## src/hw/fdc_status_params.svh

```systemverilog
`ifndef FDC_STATUS_PARAMS_SVH
`define FDC_STATUS_PARAMS_SVH
`define OFS_MAIN_STATUS 8'h04
`define OFS_RATE_SELECT 8'h04
`define OFS_DATA 8'h05
`define MAIN_STATUS_RESET 8'h00
`define RATE_SELECT_RESET 8'h00
`define BIT_READY 7
`define BIT_DIRECTION 6
`define BIT_NON_DMA 5
`define BIT_CMD_BUSY 4
`define BIT_SOFT_RESET 7
`define BIT_LOW_POWER 6
`define BIT_RESERVED 5
`define PRECOMP_MSB 4
`define PRECOMP_LSB 2
`define RATE_MSB 1
`define RATE_LSB 0
`define PRECOMP_STEP_PS 41700
`define PRECOMP_DEFAULT_LOW_PS 125000
`define PRECOMP_DEFAULT_FAST_PS 41700
`define SOFT_RESET_CYCLES 2
`endif

```

## src/hw/fdc_status_pkg.sv

```systemverilog
package fdc_status_pkg;
   typedef enum logic [1:0] {rate_500k, rate_300k, rate_250k, rate_1m} rate_code_t;
   typedef struct packed
   {
      logic ready;
      logic direction;
      logic non_dma;
      logic cmd_busy;
      logic [3:0] drive_busy;
   } main_status_t;
   typedef struct packed
   {
      logic low_power;
      logic [2:0] precomp_code;
      rate_code_t rate;
   } rate_cfg_t;
   typedef struct packed
   {
      logic [17:0] precomp_ps;
      logic [10:0] rate_kbps;
      logic rate_illegal;
   } link_timing_t;
endpackage

```

## src/hw/fdc_rate_decode.sv

```systemverilog
`timescale 1ns/100ps
`include "fdc_status_params.svh"
module fdc_rate_decode
   import fdc_status_pkg::*;
(
   input wire clk_sys,
   input wire rst_n,
   input rate_cfg_t cfg,
   input wire fm_mode,
   output link_timing_t timing
);
   typedef struct packed
   {
      link_timing_t timing;
   } state_t;
   state_t state;
   state_t next_state;

   always_comb
   begin
      next_state = state;
      case (cfg.rate)
         rate_500k: next_state.timing.rate_kbps = fm_mode ? 11'd250 : 11'd500;
         rate_300k: next_state.timing.rate_kbps = fm_mode ? 11'd150 : 11'd300;
         rate_250k: next_state.timing.rate_kbps = fm_mode ? 11'd125 : 11'd250;
         rate_1m: next_state.timing.rate_kbps = fm_mode ? 11'd0 : 11'd1000;
         default: next_state.timing.rate_kbps = 11'd500;
      endcase
      next_state.timing.rate_illegal = fm_mode && (cfg.rate == rate_1m);
      case (cfg.precomp_code)
         3'b000:
         begin
            // default delay depends on rate
            if (cfg.rate == rate_1m)
               next_state.timing.precomp_ps = 18'(`PRECOMP_DEFAULT_FAST_PS);
            else
               next_state.timing.precomp_ps = 18'(`PRECOMP_DEFAULT_LOW_PS);
         end
         3'b001: next_state.timing.precomp_ps = 18'd41700;
         3'b010: next_state.timing.precomp_ps = 18'd83300;
         3'b011: next_state.timing.precomp_ps = 18'd125000;
         3'b100: next_state.timing.precomp_ps = 18'd166700;
         3'b101: next_state.timing.precomp_ps = 18'd208300;
         3'b110: next_state.timing.precomp_ps = 18'd250000;
         3'b111: next_state.timing.precomp_ps = 18'd0;
         default: next_state.timing.precomp_ps = 18'd0;
      endcase
   end

   always_ff @(posedge clk_sys or negedge rst_n)
   begin
      if (!rst_n)
         state <= '0;
      else
         state <= next_state;
   end

   assign timing = state.timing;
endmodule

```

## src/hw/floppy_status_rate_select.sv

```systemverilog
`timescale 1ns/100ps
`include "fdc_status_params.svh"
module floppy_status_rate_select
   import fdc_status_pkg::*;
(
   input wire clk_sys,
   input wire rst_n,
   input wire [7:0] avs_address,
   input wire avs_read,
   input wire avs_write,
   input wire [7:0] avs_writedata,
   output logic [7:0] avs_readdata,
   output logic avs_waitrequest,
   input wire core_ready,
   input wire core_to_host,
   input wire core_non_dma,
   input wire core_cmd_busy,
   input wire [3:0] core_drive_seek,
   input wire fm_mode,
   output logic soft_reset,
   output logic low_power,
   output logic [2:0] precomp_code,
   output logic [1:0] rate_code,
   output logic [17:0] precomp_ps,
   output logic [10:0] rate_kbps,
   output logic rate_illegal
);
   typedef struct packed
   {
      logic ack;
      logic [7:0] rdata;
      main_status_t status;
      rate_cfg_t cfg;
      logic soft_reset;
      logic [1:0] reset_count;
   } state_t;
   state_t state;
   state_t next_state;
   link_timing_t timing;

   function automatic logic hit(input logic [7:0] addr, input logic [7:0] ofs);
      hit = (addr == ofs);
   endfunction

   always_comb
   begin
      logic req;
      logic take;
      logic status_rd;
      logic rate_wr;
      logic data_acc;
      req = 1'b0;
      take = 1'b0;
      status_rd = 1'b0;
      rate_wr = 1'b0;
      data_acc = 1'b0;
      next_state = state;
      req = (avs_read || avs_write) && !state.ack;
      // side effects land on the answer edge, when the master sees waitrequest low
      take = (avs_read || avs_write) && state.ack;
      status_rd = take && avs_read && hit(avs_address, `OFS_MAIN_STATUS);
      rate_wr = take && avs_write && hit(avs_address, `OFS_RATE_SELECT);
      data_acc = take && hit(avs_address, `OFS_DATA);
      // one wait state per access, then the answer edge
      next_state.ack = req;
      if (req)
      begin
         next_state.rdata = 8'h00;
         if (avs_read && hit(avs_address, `OFS_MAIN_STATUS))
            next_state.rdata = state.status;
      end
      // status tracks the core live, but is forced clear through a soft reset
      if (state.soft_reset)
         next_state.status = `MAIN_STATUS_RESET;
      else
      begin
         next_state.status.ready = core_ready;
         next_state.status.direction = core_to_host;
         next_state.status.non_dma = core_non_dma;
         next_state.status.cmd_busy = core_cmd_busy;
         next_state.status.drive_busy = core_drive_seek;
      end
      if (state.reset_count != 2'd0)
         next_state.reset_count = state.reset_count - 2'd1;
      next_state.soft_reset = (state.reset_count > 2'd1);
      if (rate_wr)
      begin
         next_state.cfg.precomp_code = avs_writedata[`PRECOMP_MSB:`PRECOMP_LSB];
         next_state.cfg.rate = rate_code_t'(avs_writedata[`RATE_MSB:`RATE_LSB]);
         // reserved bit 5 is ignored, software keeps it at zero
         if (avs_writedata[`BIT_LOW_POWER])
            next_state.cfg.low_power = 1'b1;
         if (avs_writedata[`BIT_SOFT_RESET])
         begin
            next_state.soft_reset = 1'b1;
            next_state.reset_count = 2'(`SOFT_RESET_CYCLES);
            next_state.cfg.low_power = 1'b0;
         end
      end
      if (status_rd || data_acc)
         next_state.cfg.low_power = 1'b0;
   end

   always_ff @(posedge clk_sys or negedge rst_n)
   begin
      if (!rst_n)
      begin
         state <= '0;
      end
      else
         state <= next_state;
   end

   fdc_rate_decode u_decode
   (
      .clk_sys(clk_sys),
      .rst_n(rst_n),
      .cfg(state.cfg),
      .fm_mode(fm_mode),
      .timing(timing)
   );

   assign avs_readdata = state.rdata;
   assign avs_waitrequest = (avs_read || avs_write) && !state.ack;
   assign soft_reset = state.soft_reset;
   assign low_power = state.cfg.low_power;
   assign precomp_code = state.cfg.precomp_code;
   assign rate_code = state.cfg.rate;
   assign precomp_ps = timing.precomp_ps;
   assign rate_kbps = timing.rate_kbps;
   assign rate_illegal = timing.rate_illegal;
endmodule

```

## config.mk

```make
export PLATFORM = sky130hd
export DESIGN_NAME = floppy_status_rate_select
export DESIGN_NICKNAME = d
export VERILOG_FILES = /design/src/hw/fdc_status_pkg.sv /design/src/hw/fdc_rate_decode.sv /design/src/hw/floppy_status_rate_select.sv
export VERILOG_INCLUDE_DIRS = /design/src /design/src/hw
export SDC_FILE = /design/constraint.sdc
export NUM_CORES = 1
export LEC_CHECK = 0
export ABC_AREA = 1
export BUFFER_PORTS_ARGS = -buffer_cell sky130_fd_sc_hd__clkbuf_2
export CORE_MARGIN = 8
export CORE_UTILIZATION = 44
export DETAILED_ROUTE_END_ITERATION = 12
export GPL_TIMING_DRIVEN = 0
export MAX_ROUTING_LAYER = met4
export PLACE_DENSITY = 0.76
export RECOVER_POWER = 100
export SYNTH_ARGS = -nofsm -noshare
export SYNTH_HDL_FRONTEND = slang
export SYNTH_SLANG_ARGS = --single-unit
```

## constraint.sdc

```tcl
create_clock -name clk_sys -period 1.2 [get_ports clk_sys]
set_input_delay 0.12 -clock clk_sys [delete_from_list [all_inputs] [get_ports clk_sys]]
set_output_delay 0.12 -clock clk_sys [all_outputs]
set_load 0.02 [all_outputs]
```

==> flow_summary_export.csv, run 1 <==
group,metric,value,unit
run_status,status,"finished clean",
worst_setup_path,crit_path_end_kind,"flip-flop",
sta,maxSlewHeadroom,66.0,%
cts,clk_pin_slew,0.10,ns
layout,antennaDiodeCount,0,
logic_synthesis,yosys-top-cells-area,"dfrtp_1, buf_4, nor2_1",
routing,drt-initial-drc-count,63,
grt,grt_max_degree,51,
cts,root_buffer,"clkbuf_8",
routing,dr_total_vias,1635,
placed_design,io_buffers,70,
sta,period_share,96.5,%
placed_design,dpl_cell_area,2480,µm²
routing,viasPerCell,4.59,
min_path,worstHoldPathType,"input pin to flip-flop",
sta,finalHoldViolCount,0,
logic_synthesis,synth_commonest_cells,"dfrtp_1, nor2_1, inv_1, nand2_1, buf_4",
routing,wl_met2,2380,µm
worst_setup_path,worst-setup-path-type,"flip-flop to flip-flop",
grt,grt.overflow.total,0,
layout,design_area,2760,µm²
worst_setup_path,cp_num_cells,3,
placed_design,gp_congestion,0.832,
sta,worstMarginPinSlew,0.509,ns
routing,dr.pass1.iters,6,
routing,dr_wl_met3,177,µm
worst_setup_path,worst_path_max_delay_cell,"dfrtp_2",
min_path,holdPathStages,3,
sta,timing.fmax,863,MHz
sta,period_needed,1.16,ns
cts,cts_sinks,50,
logic_synthesis,synth-edff-count,0,
logic_synthesis,yosysMostFrequentCell,"dfrtp_1",
worst_setup_path,worst-path-buf-inv,1,
logic_synthesis,ys_seq_area_share,61.0,%
sta,rsz0062_at_grt,"yes",
logic_synthesis,synth_seq_cells,50,
cts,clockBufferDepth,2,
worst_setup_path,startpoint_type,"flip-flop",
grt,grt_use_total,13.1,%
pwr,p_per_area,1220,nW/µm²
pwr,leakage,1.57,nW
layout,multi_input_area,576,µm²
layout,fillers,389,
logic_synthesis,synth_top_area_share,61.0,%
cts,cts_tree,"done",
flow_run,max-cap-violations,0,
routing,wl_met1,1880,µm
sta,slew_violations,0,
sta,setup_viol,0,
pwr,peakVddDrop,0.000792,V
floorplan,die_x,84.3,µm
cts,cts_inserted_buffers,5,
worst_setup_path,path_cells,"inv_2, nor3_1, or3_1",
floorplan,coreArea,4600,µm²
worst_setup_path,critPathArrivalTime,1.35,ns
routing,wl,4560,µm
placed_design,dpl.hpwl,3350,µm
floorplan,rows,25,
worst_setup_path,rr_worst_depth,3,
layout,drive_gt1_share,43.7,%
logic_synthesis,yosys_warnings,0,
routing,ant_nets,0,
pwr,p_total,3.37,mW
layout,area_growth,34.3,%
floorplan,start_util,44.6,%
worst_setup_path,cp.required,1.39,ns
layout,fin_nets,330,
layout,final_util,59.9,%
worst_setup_path,crit_family,"flip-flops",
routing,drcViolationCount,0,
logic_synthesis,synth.largest_area_cell,"dfrtp_1",
floorplan,die_area,7100,µm²
grt,first_global_vias,1635,
routing,top_layer,"met4",
logic_synthesis,ys.flop_type,"dfrtp_1",
logic_synthesis,synthArstFlopShare,100,%
worst_setup_path,path_max_fanout,9,
floorplan,io_pins,75,
logic_synthesis,syn_inst,211,
logic_synthesis,avgSynthCellArea,9.72,µm²
cts,cts_htree_levels,2,
logic_synthesis,yosysUniqueCellTypes,26,
grt,grt_pass1_wl,7420,µm
sta,layout_setup_ws,0.0419,ns
routing,wl_per_cell,12.8,µm
cts,worstSkewPairLatency,0.30,ns
layout,final-seq-area,1260,µm²
floorplan,die_h,84.3,µm
sta,skew,0.00858,ns
placed_design,dp_slack,-0.0275,ns
logic_synthesis,syn_area,2050,µm²
sta,tns,0,ns
grt,antenna_found_initial,0,
worst_setup_path,cp_slowest_stage_delay,0.46,ns
[layer usage]
layer / vias up / global-route usage (%)
li1: 811 / -
met1: 764 / 14.2
met2: 48 / 22.1
met3: 12 / 3.19
met4: 0 / 6.12
met5: - / -
[layout make-up]
type                       instances  area share (%)
inverter                          27            3.77
timing repair buffer              82            17.3
buffer                            21            5.77
multi-input combinational        114            20.9
sequential                        50            45.6
clock inverter                     3            1.73
tap                               54            2.45
clock buffer                       5            2.50
[worst reg2reg max path, delay by kind of cell (launching register included)]
family                 cells  cell delay, ns
buffers and inverters      1            0.16
flip-flops                 1            0.46
AND/OR/NAND/NOR            2            0.42
[what timing repair did]
| action | CTS | global route |
|---|---|---|
| hold buffers | 2 | 1 |
| pin swaps | 1 | 1 |
| endpoints found under the setup margin | 4 | 14 |
| buffers inserted | 3 | 5 |
| hold endpoints to repair | 2 | 21 |
| resized for setup | 3 | 21 |
[final timing paths]
check                      slack, ns             from                   to
min reg2reg                     0.48         state[1]           soft_reset
min                            0.008       core_ready            state[16]
max                             0.04  precomp_code[2]  u_decode.timing[19]
min in group asynchronous       0.32            rst_n  u_decode.timing[25]
max reg2reg                     0.04  precomp_code[2]  u_decode.timing[19]
max in group asynchronous       0.36            rst_n            state[25]
[metrics by stage]
| stage | hold slack (ns) | instances |
|---|---|---|
| global route | 0.000431 | 356 |
| detailed placement | 0.310 | 337 |
| global placement | 0.312 | 337 |
| CTS | 0.000919 | 349 |
| floorplan | -0.176 | 213 |
| finish | 0.00838 | 356 |
[registers in the layout, summed over array words and instances, names as in the netlist]
signal,flops
state,11
low_power,1
soft_reset,1
precomp_code,3
rate_code,2
u_decode.timing,24
avs_readdata,8
[where the power goes]
part	switching (mW)	internal [mW]
Sequential	0.0288	1.74
Clock	0.565	0.636
Combinational	0.242	0.156
[cell families after synthesis]
group                  count (synthesis)  share of synthesized area (%)
buffers and inverters                 49                           12.5
other                                  1                          0.183
AOI/OAI and AO/OA                     32                           8.11
DFF                                   50                           61.0
and+or+nand+nor                       79                           18.2
[cells in the final DEF (no fill, tap or decap), drive strengths merged]
| cell type | instances |
|---|---|
| a21oi | 7 |
| buf | 33 |
| bufinv | 1 |
| clkbuf | 72 |
| conb | 3 |
| dfrtp | 50 |
| dlygate4sd3 | 3 |
| inv | 29 |
| nand2 | 29 |
| nand3 | 6 |
| nand4 | 1 |
| nor2 | 39 |
| nor3 | 1 |
| nor4 | 1 |
| o211ai | 1 |
| o21ai | 24 |
| or2 | 1 |
| or3 | 1 |
Note: power is estimated with default switching activity, not from simulation.
==> run 2, diff against run 1 <==
CORE_UTILIZATION = 46   (was 44)
CTS_BUF_LIST = sky130_fd_sc_hd__clkbuf_8   (was not set)
GPL_ROUTABILITY_DRIVEN = 0   (was not set)
PLACE_DENSITY = 0.79   (was 0.76)
==> flow_summary_export.csv, run 2 (synthesized netlist as in run 1, its figures left out) <==
group,metric,value,unit
routing,dr_total_vias,1597,
cts,worstSkewPairLatency,0.30,ns
floorplan,die_x,82.8,µm
pwr,leakage,1.55,nW
floorplan,io_pins,75,
worst_setup_path,crit_path_end_kind,"output port",
grt,grt_pass1_wl,7390,µm
layout,area_growth,32.5,%
worst_setup_path,path_max_fanout,7,
floorplan,start_util,47.5,%
layout,fin_nets,329,
sta,slew_violations,0,
layout,final_cell_mix,"clkbuf_2, dfrtp_1, nor2_1",
sta,timing.fmax,847,MHz
grt,grt_use_total,14.5,%
flow_run,max-cap-violations,0,
worst_setup_path,cp.required,1.08,ns
layout,drive_gt1_share,40.5,%
pwr,p_per_area,1220,nW/µm²
cts,cts_htree_levels,2,
layout,final_common_cell,"clkbuf_2",
layout,antennaDiodeCount,0,
run_status,status,"finished clean",
sta,finalHoldViolCount,0,
grt,first_global_vias,1619,
grt,antenna_found_initial,0,
cts,cts_sinks,50,
sta,rsz0062_at_grt,"yes",
worst_setup_path,r2r_setup_slack,0.06,ns
grt,grt_max_degree,51,
sta,skew,0.00575,ns
placed_design,dpl.hpwl,3350,µm
routing,wl_per_cell,12.9,µm
cts,cts_tree,"done",
routing,wl,4570,µm
routing,ant_nets,0,
floorplan,coreArea,4320,µm²
grt,grt.overflow.total,0,
layout,largest_reg_flops,24,
cts,root_buffer,"clkbuf_8",
cts,clk_pin_slew,0.09,ns
worst_setup_path,critPathArrivalTime,1.06,ns
cts,clockBufferDepth,2,
worst_setup_path,startpoint_type,"flip-flop",
layout,final-seq-area,1250,µm²
sta,maxSlewHeadroom,20.7,%
layout,multi_input_area,572,µm²
sta,period_needed,1.18,ns
routing,drt-initial-drc-count,80,
routing,viasPerCell,4.52,
routing,dr.pass1.iters,4,
routing,drcViolationCount,0,
layout,fillers,374,
sta,worstMarginPinSlew,1.19,ns
worst_setup_path,worst-setup-path-type,"flip-flop to output port",
sta,period_share,98.4,%
floorplan,rows,24,
sta,fin_hold_ws,0.0153,ns
placed_design,io_buffers,70,
pwr,peakVddDrop,0.000841,V
floorplan,die_h,82.8,µm
cts,cts_inserted_buffers,5,
sta,setup_viol,0,
min_path,worstHoldPathType,"input pin to flip-flop",
layout,final_util,62.9,%
floorplan,die_area,6850,µm²
## run 2: timing repair
action,4_1_cts,5_1_grt
resized for setup,8,11
pin swaps,1,1
hold buffers,7,0
endpoints found under the setup margin,7,11
hold endpoints to repair,7,0
buffers inserted,2,2
## run 2: worst paths after layout
| kind | depth (start not counted) | from | end |
|---|---|---|---|
| worst max-delay path | 2 | precomp_code[1] | precomp_code[1] |
| worst min-delay path | 3 | core_drive_seek[3] | state[12] |
| worst max register to register | 4 | rate_code[0] | u_decode.timing[19] |
| worst min register to register | 2 | state[1] | soft_reset |
| max in group asynchronous | 1 | rst_n | precomp_code[1] |
| min in group asynchronous | 1 | rst_n | state[25] |
## run 2: routing by layer
metal | up-vias | wire, µm | GRT usage [%]
met2 | 49 | 2330 | 23.8
met5 | - | 0 | -
li1 | 812 | - | -
met1 | 726 | 1870 | 16.4
met3 | 10 | 267 | 3.56
met4 | 0 | 104 | 6.72
## run 2: final cells by class
| cell class | instances | area share [%] |
|---|---|---|
| Buffer | 21 | 5.57 |
| Clock buffer | 5 | 2.53 |
| Clock inverter | 3 | 1.52 |
| Inverter | 27 | 3.82 |
| Multi-Input combinational cell | 114 | 21.0 |
| Sequential cell | 50 | 46.1 |
| Tap cell | 52 | 2.39 |
| Timing Repair Buffer | 81 | 17.0 |
## run 2: through the flow
| stage | power (mW) | instances | cell area, µm² | setup slack [ns] | setup TNS [ns] |
|---|---|---|---|---|---|
| floorplan | 2.00 | 213 | 2060 | 0.100 | 0 |
| global placement | 2.15 | 335 | 2470 | -0.0157 | -0.0157 |
| detailed placement | 2.16 | 335 | 2470 | -0.0128 | -0.360 |
| CTS | 3.36 | 352 | 2690 | -0.0318 | -0.0318 |
| global route | 3.48 | 353 | 2720 | -0.0282 | -0.0854 |
| finish | 3.33 | 353 | 2720 | 0.0191 | 0 |
## run 2: where the power goes
group          switching [mW]  total (mW)  internal, mW
registers              0.0275        1.77          1.74
clock network           0.539        1.15         0.614
logic                   0.250       0.404         0.154
## run 2: worst max-delay path: stages (launching register included)
cell and delay [ns]:
dfrtp_2 0.47, buf_4 0.15, buf_4 0.15
==> run 3, diff against run 2 <==
--- a/config.mk
+++ b/config.mk
@@ -7,8 +7,8 @@
 export NUM_CORES = 1
 export LEC_CHECK = 0
-export ABC_AREA = 1
+export ABC_AREA = 0
 export BUFFER_PORTS_ARGS = -buffer_cell sky130_fd_sc_hd__clkbuf_2
 export CORE_MARGIN = 8
-export CORE_UTILIZATION = 46
+export CORE_UTILIZATION = 45
 export CTS_BUF_LIST = sky130_fd_sc_hd__clkbuf_8
 export DETAILED_ROUTE_END_ITERATION = 12
@@ -16,5 +16,5 @@
 export GPL_TIMING_DRIVEN = 0
 export MAX_ROUTING_LAYER = met4
-export PLACE_DENSITY = 0.79
+export PLACE_DENSITY = 0.78
 export RECOVER_POWER = 100
 export SYNTH_ARGS = -nofsm -noshare
==> constraint.sdc (replaced) <==
create_clock -name clk_sys -period 1.2 [get_ports clk_sys]
set_input_delay 0.18 -clock clk_sys [delete_from_list [all_inputs] [get_ports clk_sys]]
set_output_delay 0.18 -clock clk_sys [all_outputs]
set_load 0.02 [all_outputs]
==> flow_summary_export.csv, run 3 <==
group,metric,value,unit
floorplan,die_h,82.2,µm
grt,grt_max_degree,51,
worst_setup_path,cp.required,1.37,ns
grt,grt_pass1_wl,6480,µm
floorplan,rows,24,
logic_synthesis,avgSynthCellArea,12.7,µm²
logic_synthesis,syn_inst,155,
placed_design,io_buffers,70,
floorplan,start_util,45.9,%
logic_synthesis,synth.largest_area_cell,"dfrtp_1",
layout,final-seq-area,1250,µm²
sta,period_share,117,%
layout,final_common_cell,"dfrtp_1",
worst_setup_path,startpoint_type,"flip-flop",
placed_design,dpl.hpwl,3040,µm
sta,worstMarginPinSlew,0.557,ns
layout,fin_nets,272,
cts,worstSkewPairLatency,0.28,ns
pwr,peakVddDrop,0.000523,V
pwr,p_total,3.20,mW
sta,setup_viol,24,
routing,wl_per_cell,14.3,µm
routing,drt-initial-drc-count,53,
floorplan,io_pins,75,
routing,dr.pass1.iters,4,
logic_synthesis,synth_commonest_cells,"dfrtp_1, buf_4, a22o_1, nor2b_1",
grt,grt.overflow.total,0,
sta,timing.fmax,711,MHz
layout,multi_input_area,568,µm²
logic_synthesis,synth-edff-count,0,
layout,final_cell_mix,"dfrtp_1, clkbuf_2, clkbuf_1",
worst_setup_path,path_max_fanout,6,
routing,dr_total_vias,1378,
pwr,leakage,1.29,nW
logic_synthesis,syn_area,1970,µm²
run_status,status,"finished, violations left",
logic_synthesis,synth_seq_cells,50,
worst_setup_path,cp_slowest_stage_delay,0.37,ns
worst_setup_path,worst-setup-path-type,"flip-flop to flip-flop",
logic_synthesis,ys_seq_area_share,63.5,%
run_status,violations,"setup timing",
cts,cts_htree_levels,2,
grt,grt_use_total,13.0,%
worst_setup_path,critPathArrivalTime,1.58,ns
layout,fillers,372,
layout,instances_no_fill,296,
worst_setup_path,path_cells,"nor4bb_4, and4b_1, buf_6, mux2_4",
floorplan,die_area,6750,µm²
placed_design,dp_cells,279,
layout,drive_gt1_share,40.6,%
cts,cts_inserted_buffers,5,
layout,largest_reg_flops,24,
sta,layout_setup_ws,-0.207,ns
logic_synthesis,synth_top_area_share,63.5,%
layout,area_growth,32.5,%
worst_setup_path,worst_path_max_delay_cell,"dfrtp_1",
cts,clockBufferDepth,2,
pwr,p_per_area,1230,nW/µm²
cts,root_buffer,"clkbuf_8",
worst_setup_path,crit_path_end_kind,"flip-flop",
routing,viasPerCell,4.66,
sta,rsz0062_at_grt,"yes",
grt,antenna_found_initial,0,
logic_synthesis,synthArstFlopShare,100,%
flow_run,max-cap-violations,0,
sta,finalHoldViolCount,0,
sta,maxSlewHeadroom,62.8,%
routing,wl,4230,µm
min_path,worstHoldPathType,"input pin to flip-flop",
cts,cts_sinks,50,
logic_synthesis,ys.flop_type,"dfrtp_1",
routing,ant_nets,0,
sta,slew_violations,0,
floorplan,coreArea,4290,µm²
cts,clk_pin_slew,0.08,ns
routing,drcViolationCount,0,
grt,first_global_vias,1383,
sta,skew,0.00567,ns
logic_synthesis,yosys-top-cells-area,"dfrtp_1, buf_4, a22o_1",
cts,cts_tree,"done",
layout,antennaDiodeCount,0,
sta,period_needed,1.41,ns
logic_synthesis,yosys_warnings,0,
logic_synthesis,yosysUniqueCellTypes,34,
floorplan,die_x,82.2,µm
logic_synthesis,yosysMostFrequentCell,"dfrtp_1",
[run 3: stage by stage]
stage | worst slack (ns) | instance area [µm²] | utilization [%] | setup TNS [ns] | hold slack (ns)
2_1_floorplan | -0.126 | 1980 | - | -0.630 | -0.116
5_1_grt | -0.278 | 2610 | 60.8 | -4.15 | 0.108
3_5_place_dp | -0.300 | 2400 | 55.9 | -6.57 | 0.406
3_3_place_gp | -0.284 | 2400 | 55.9 | -3.44 | 0.398
4_1_cts | -0.192 | 2560 | 59.6 | -1.63 | 0.104
6_report | -0.207 | 2610 | 60.8 | -2.12 | 0.111
[run 3: repair_timing]
item	CTS	global route
endpoints found under the setup margin	22	26
hold buffers	0	1
pin swaps	1	2
buffers inserted	2	5
gates resized for setup	11	14
endpoints found under the hold margin	0	21
[run 3: area by class of cell]
| class | instances | share of cell area [%] |
|---|---|---|
| repair buffers | 79 | 15.7 |
| flip-flops and latches | 50 | 48.1 |
| clock buffers | 5 | 2.64 |
| well taps | 52 | 2.49 |
| multi-input cells | 76 | 21.8 |
| plain buffers | 26 | 7.19 |
| inverters | 5 | 0.719 |
| clock inverters | 3 | 1.44 |
[run 3: worst paths after layout]
kind,startpoint,endpoint,slack (ns),cells past startpoint
hold / removal,core_cmd_busy,state[13],0.11,2
max in group asynchronous,rst_n,state[9],0.15,3
min in group asynchronous,rst_n,state[25],0.42,2
setup reg to reg,state[25],precomp_code[1],-0.21,4
hold reg to reg,state[13],avs_readdata[4],0.47,1
setup / recovery,state[25],precomp_code[1],-0.21,4
[run 3: where the power goes]
group	switching (mW)	total, mW	internal (mW)
clock	0.499	1.11	0.607
combinational	0.198	0.347	0.149
sequential	0.0190	1.75	1.73
total	0.716	3.20	2.49
[run 3: critical path, delay by kind of cell, from the launching register on]
kind          cells  cell delay (ns)
flops             1             0.37
buf+inv           1             0.15
mux               1             0.30
simple gates      2             0.48
[run 3: logic make-up (layout without fill, tap and decap cells)]
group	after synthesis	in the layout	synth area share, %
flops	50	50	63.5
simple gates	34	34	10.2
compound gates	32	32	11.2
buf+inv	31	118	10.1
mux	5	5	3.81
fa+ha+maj	1	1	0.508
other cells	1	3	0.190
xor+xnor	1	1	0.445
[run 3: metal layers]
metal / part of all wire [%] / global-route usage, %
met3: 3.9 / 1.62
met2: 56 / 23.6
met4: 0.94 / 5.79
met1: 39 / 13.8
met5: 0 / -
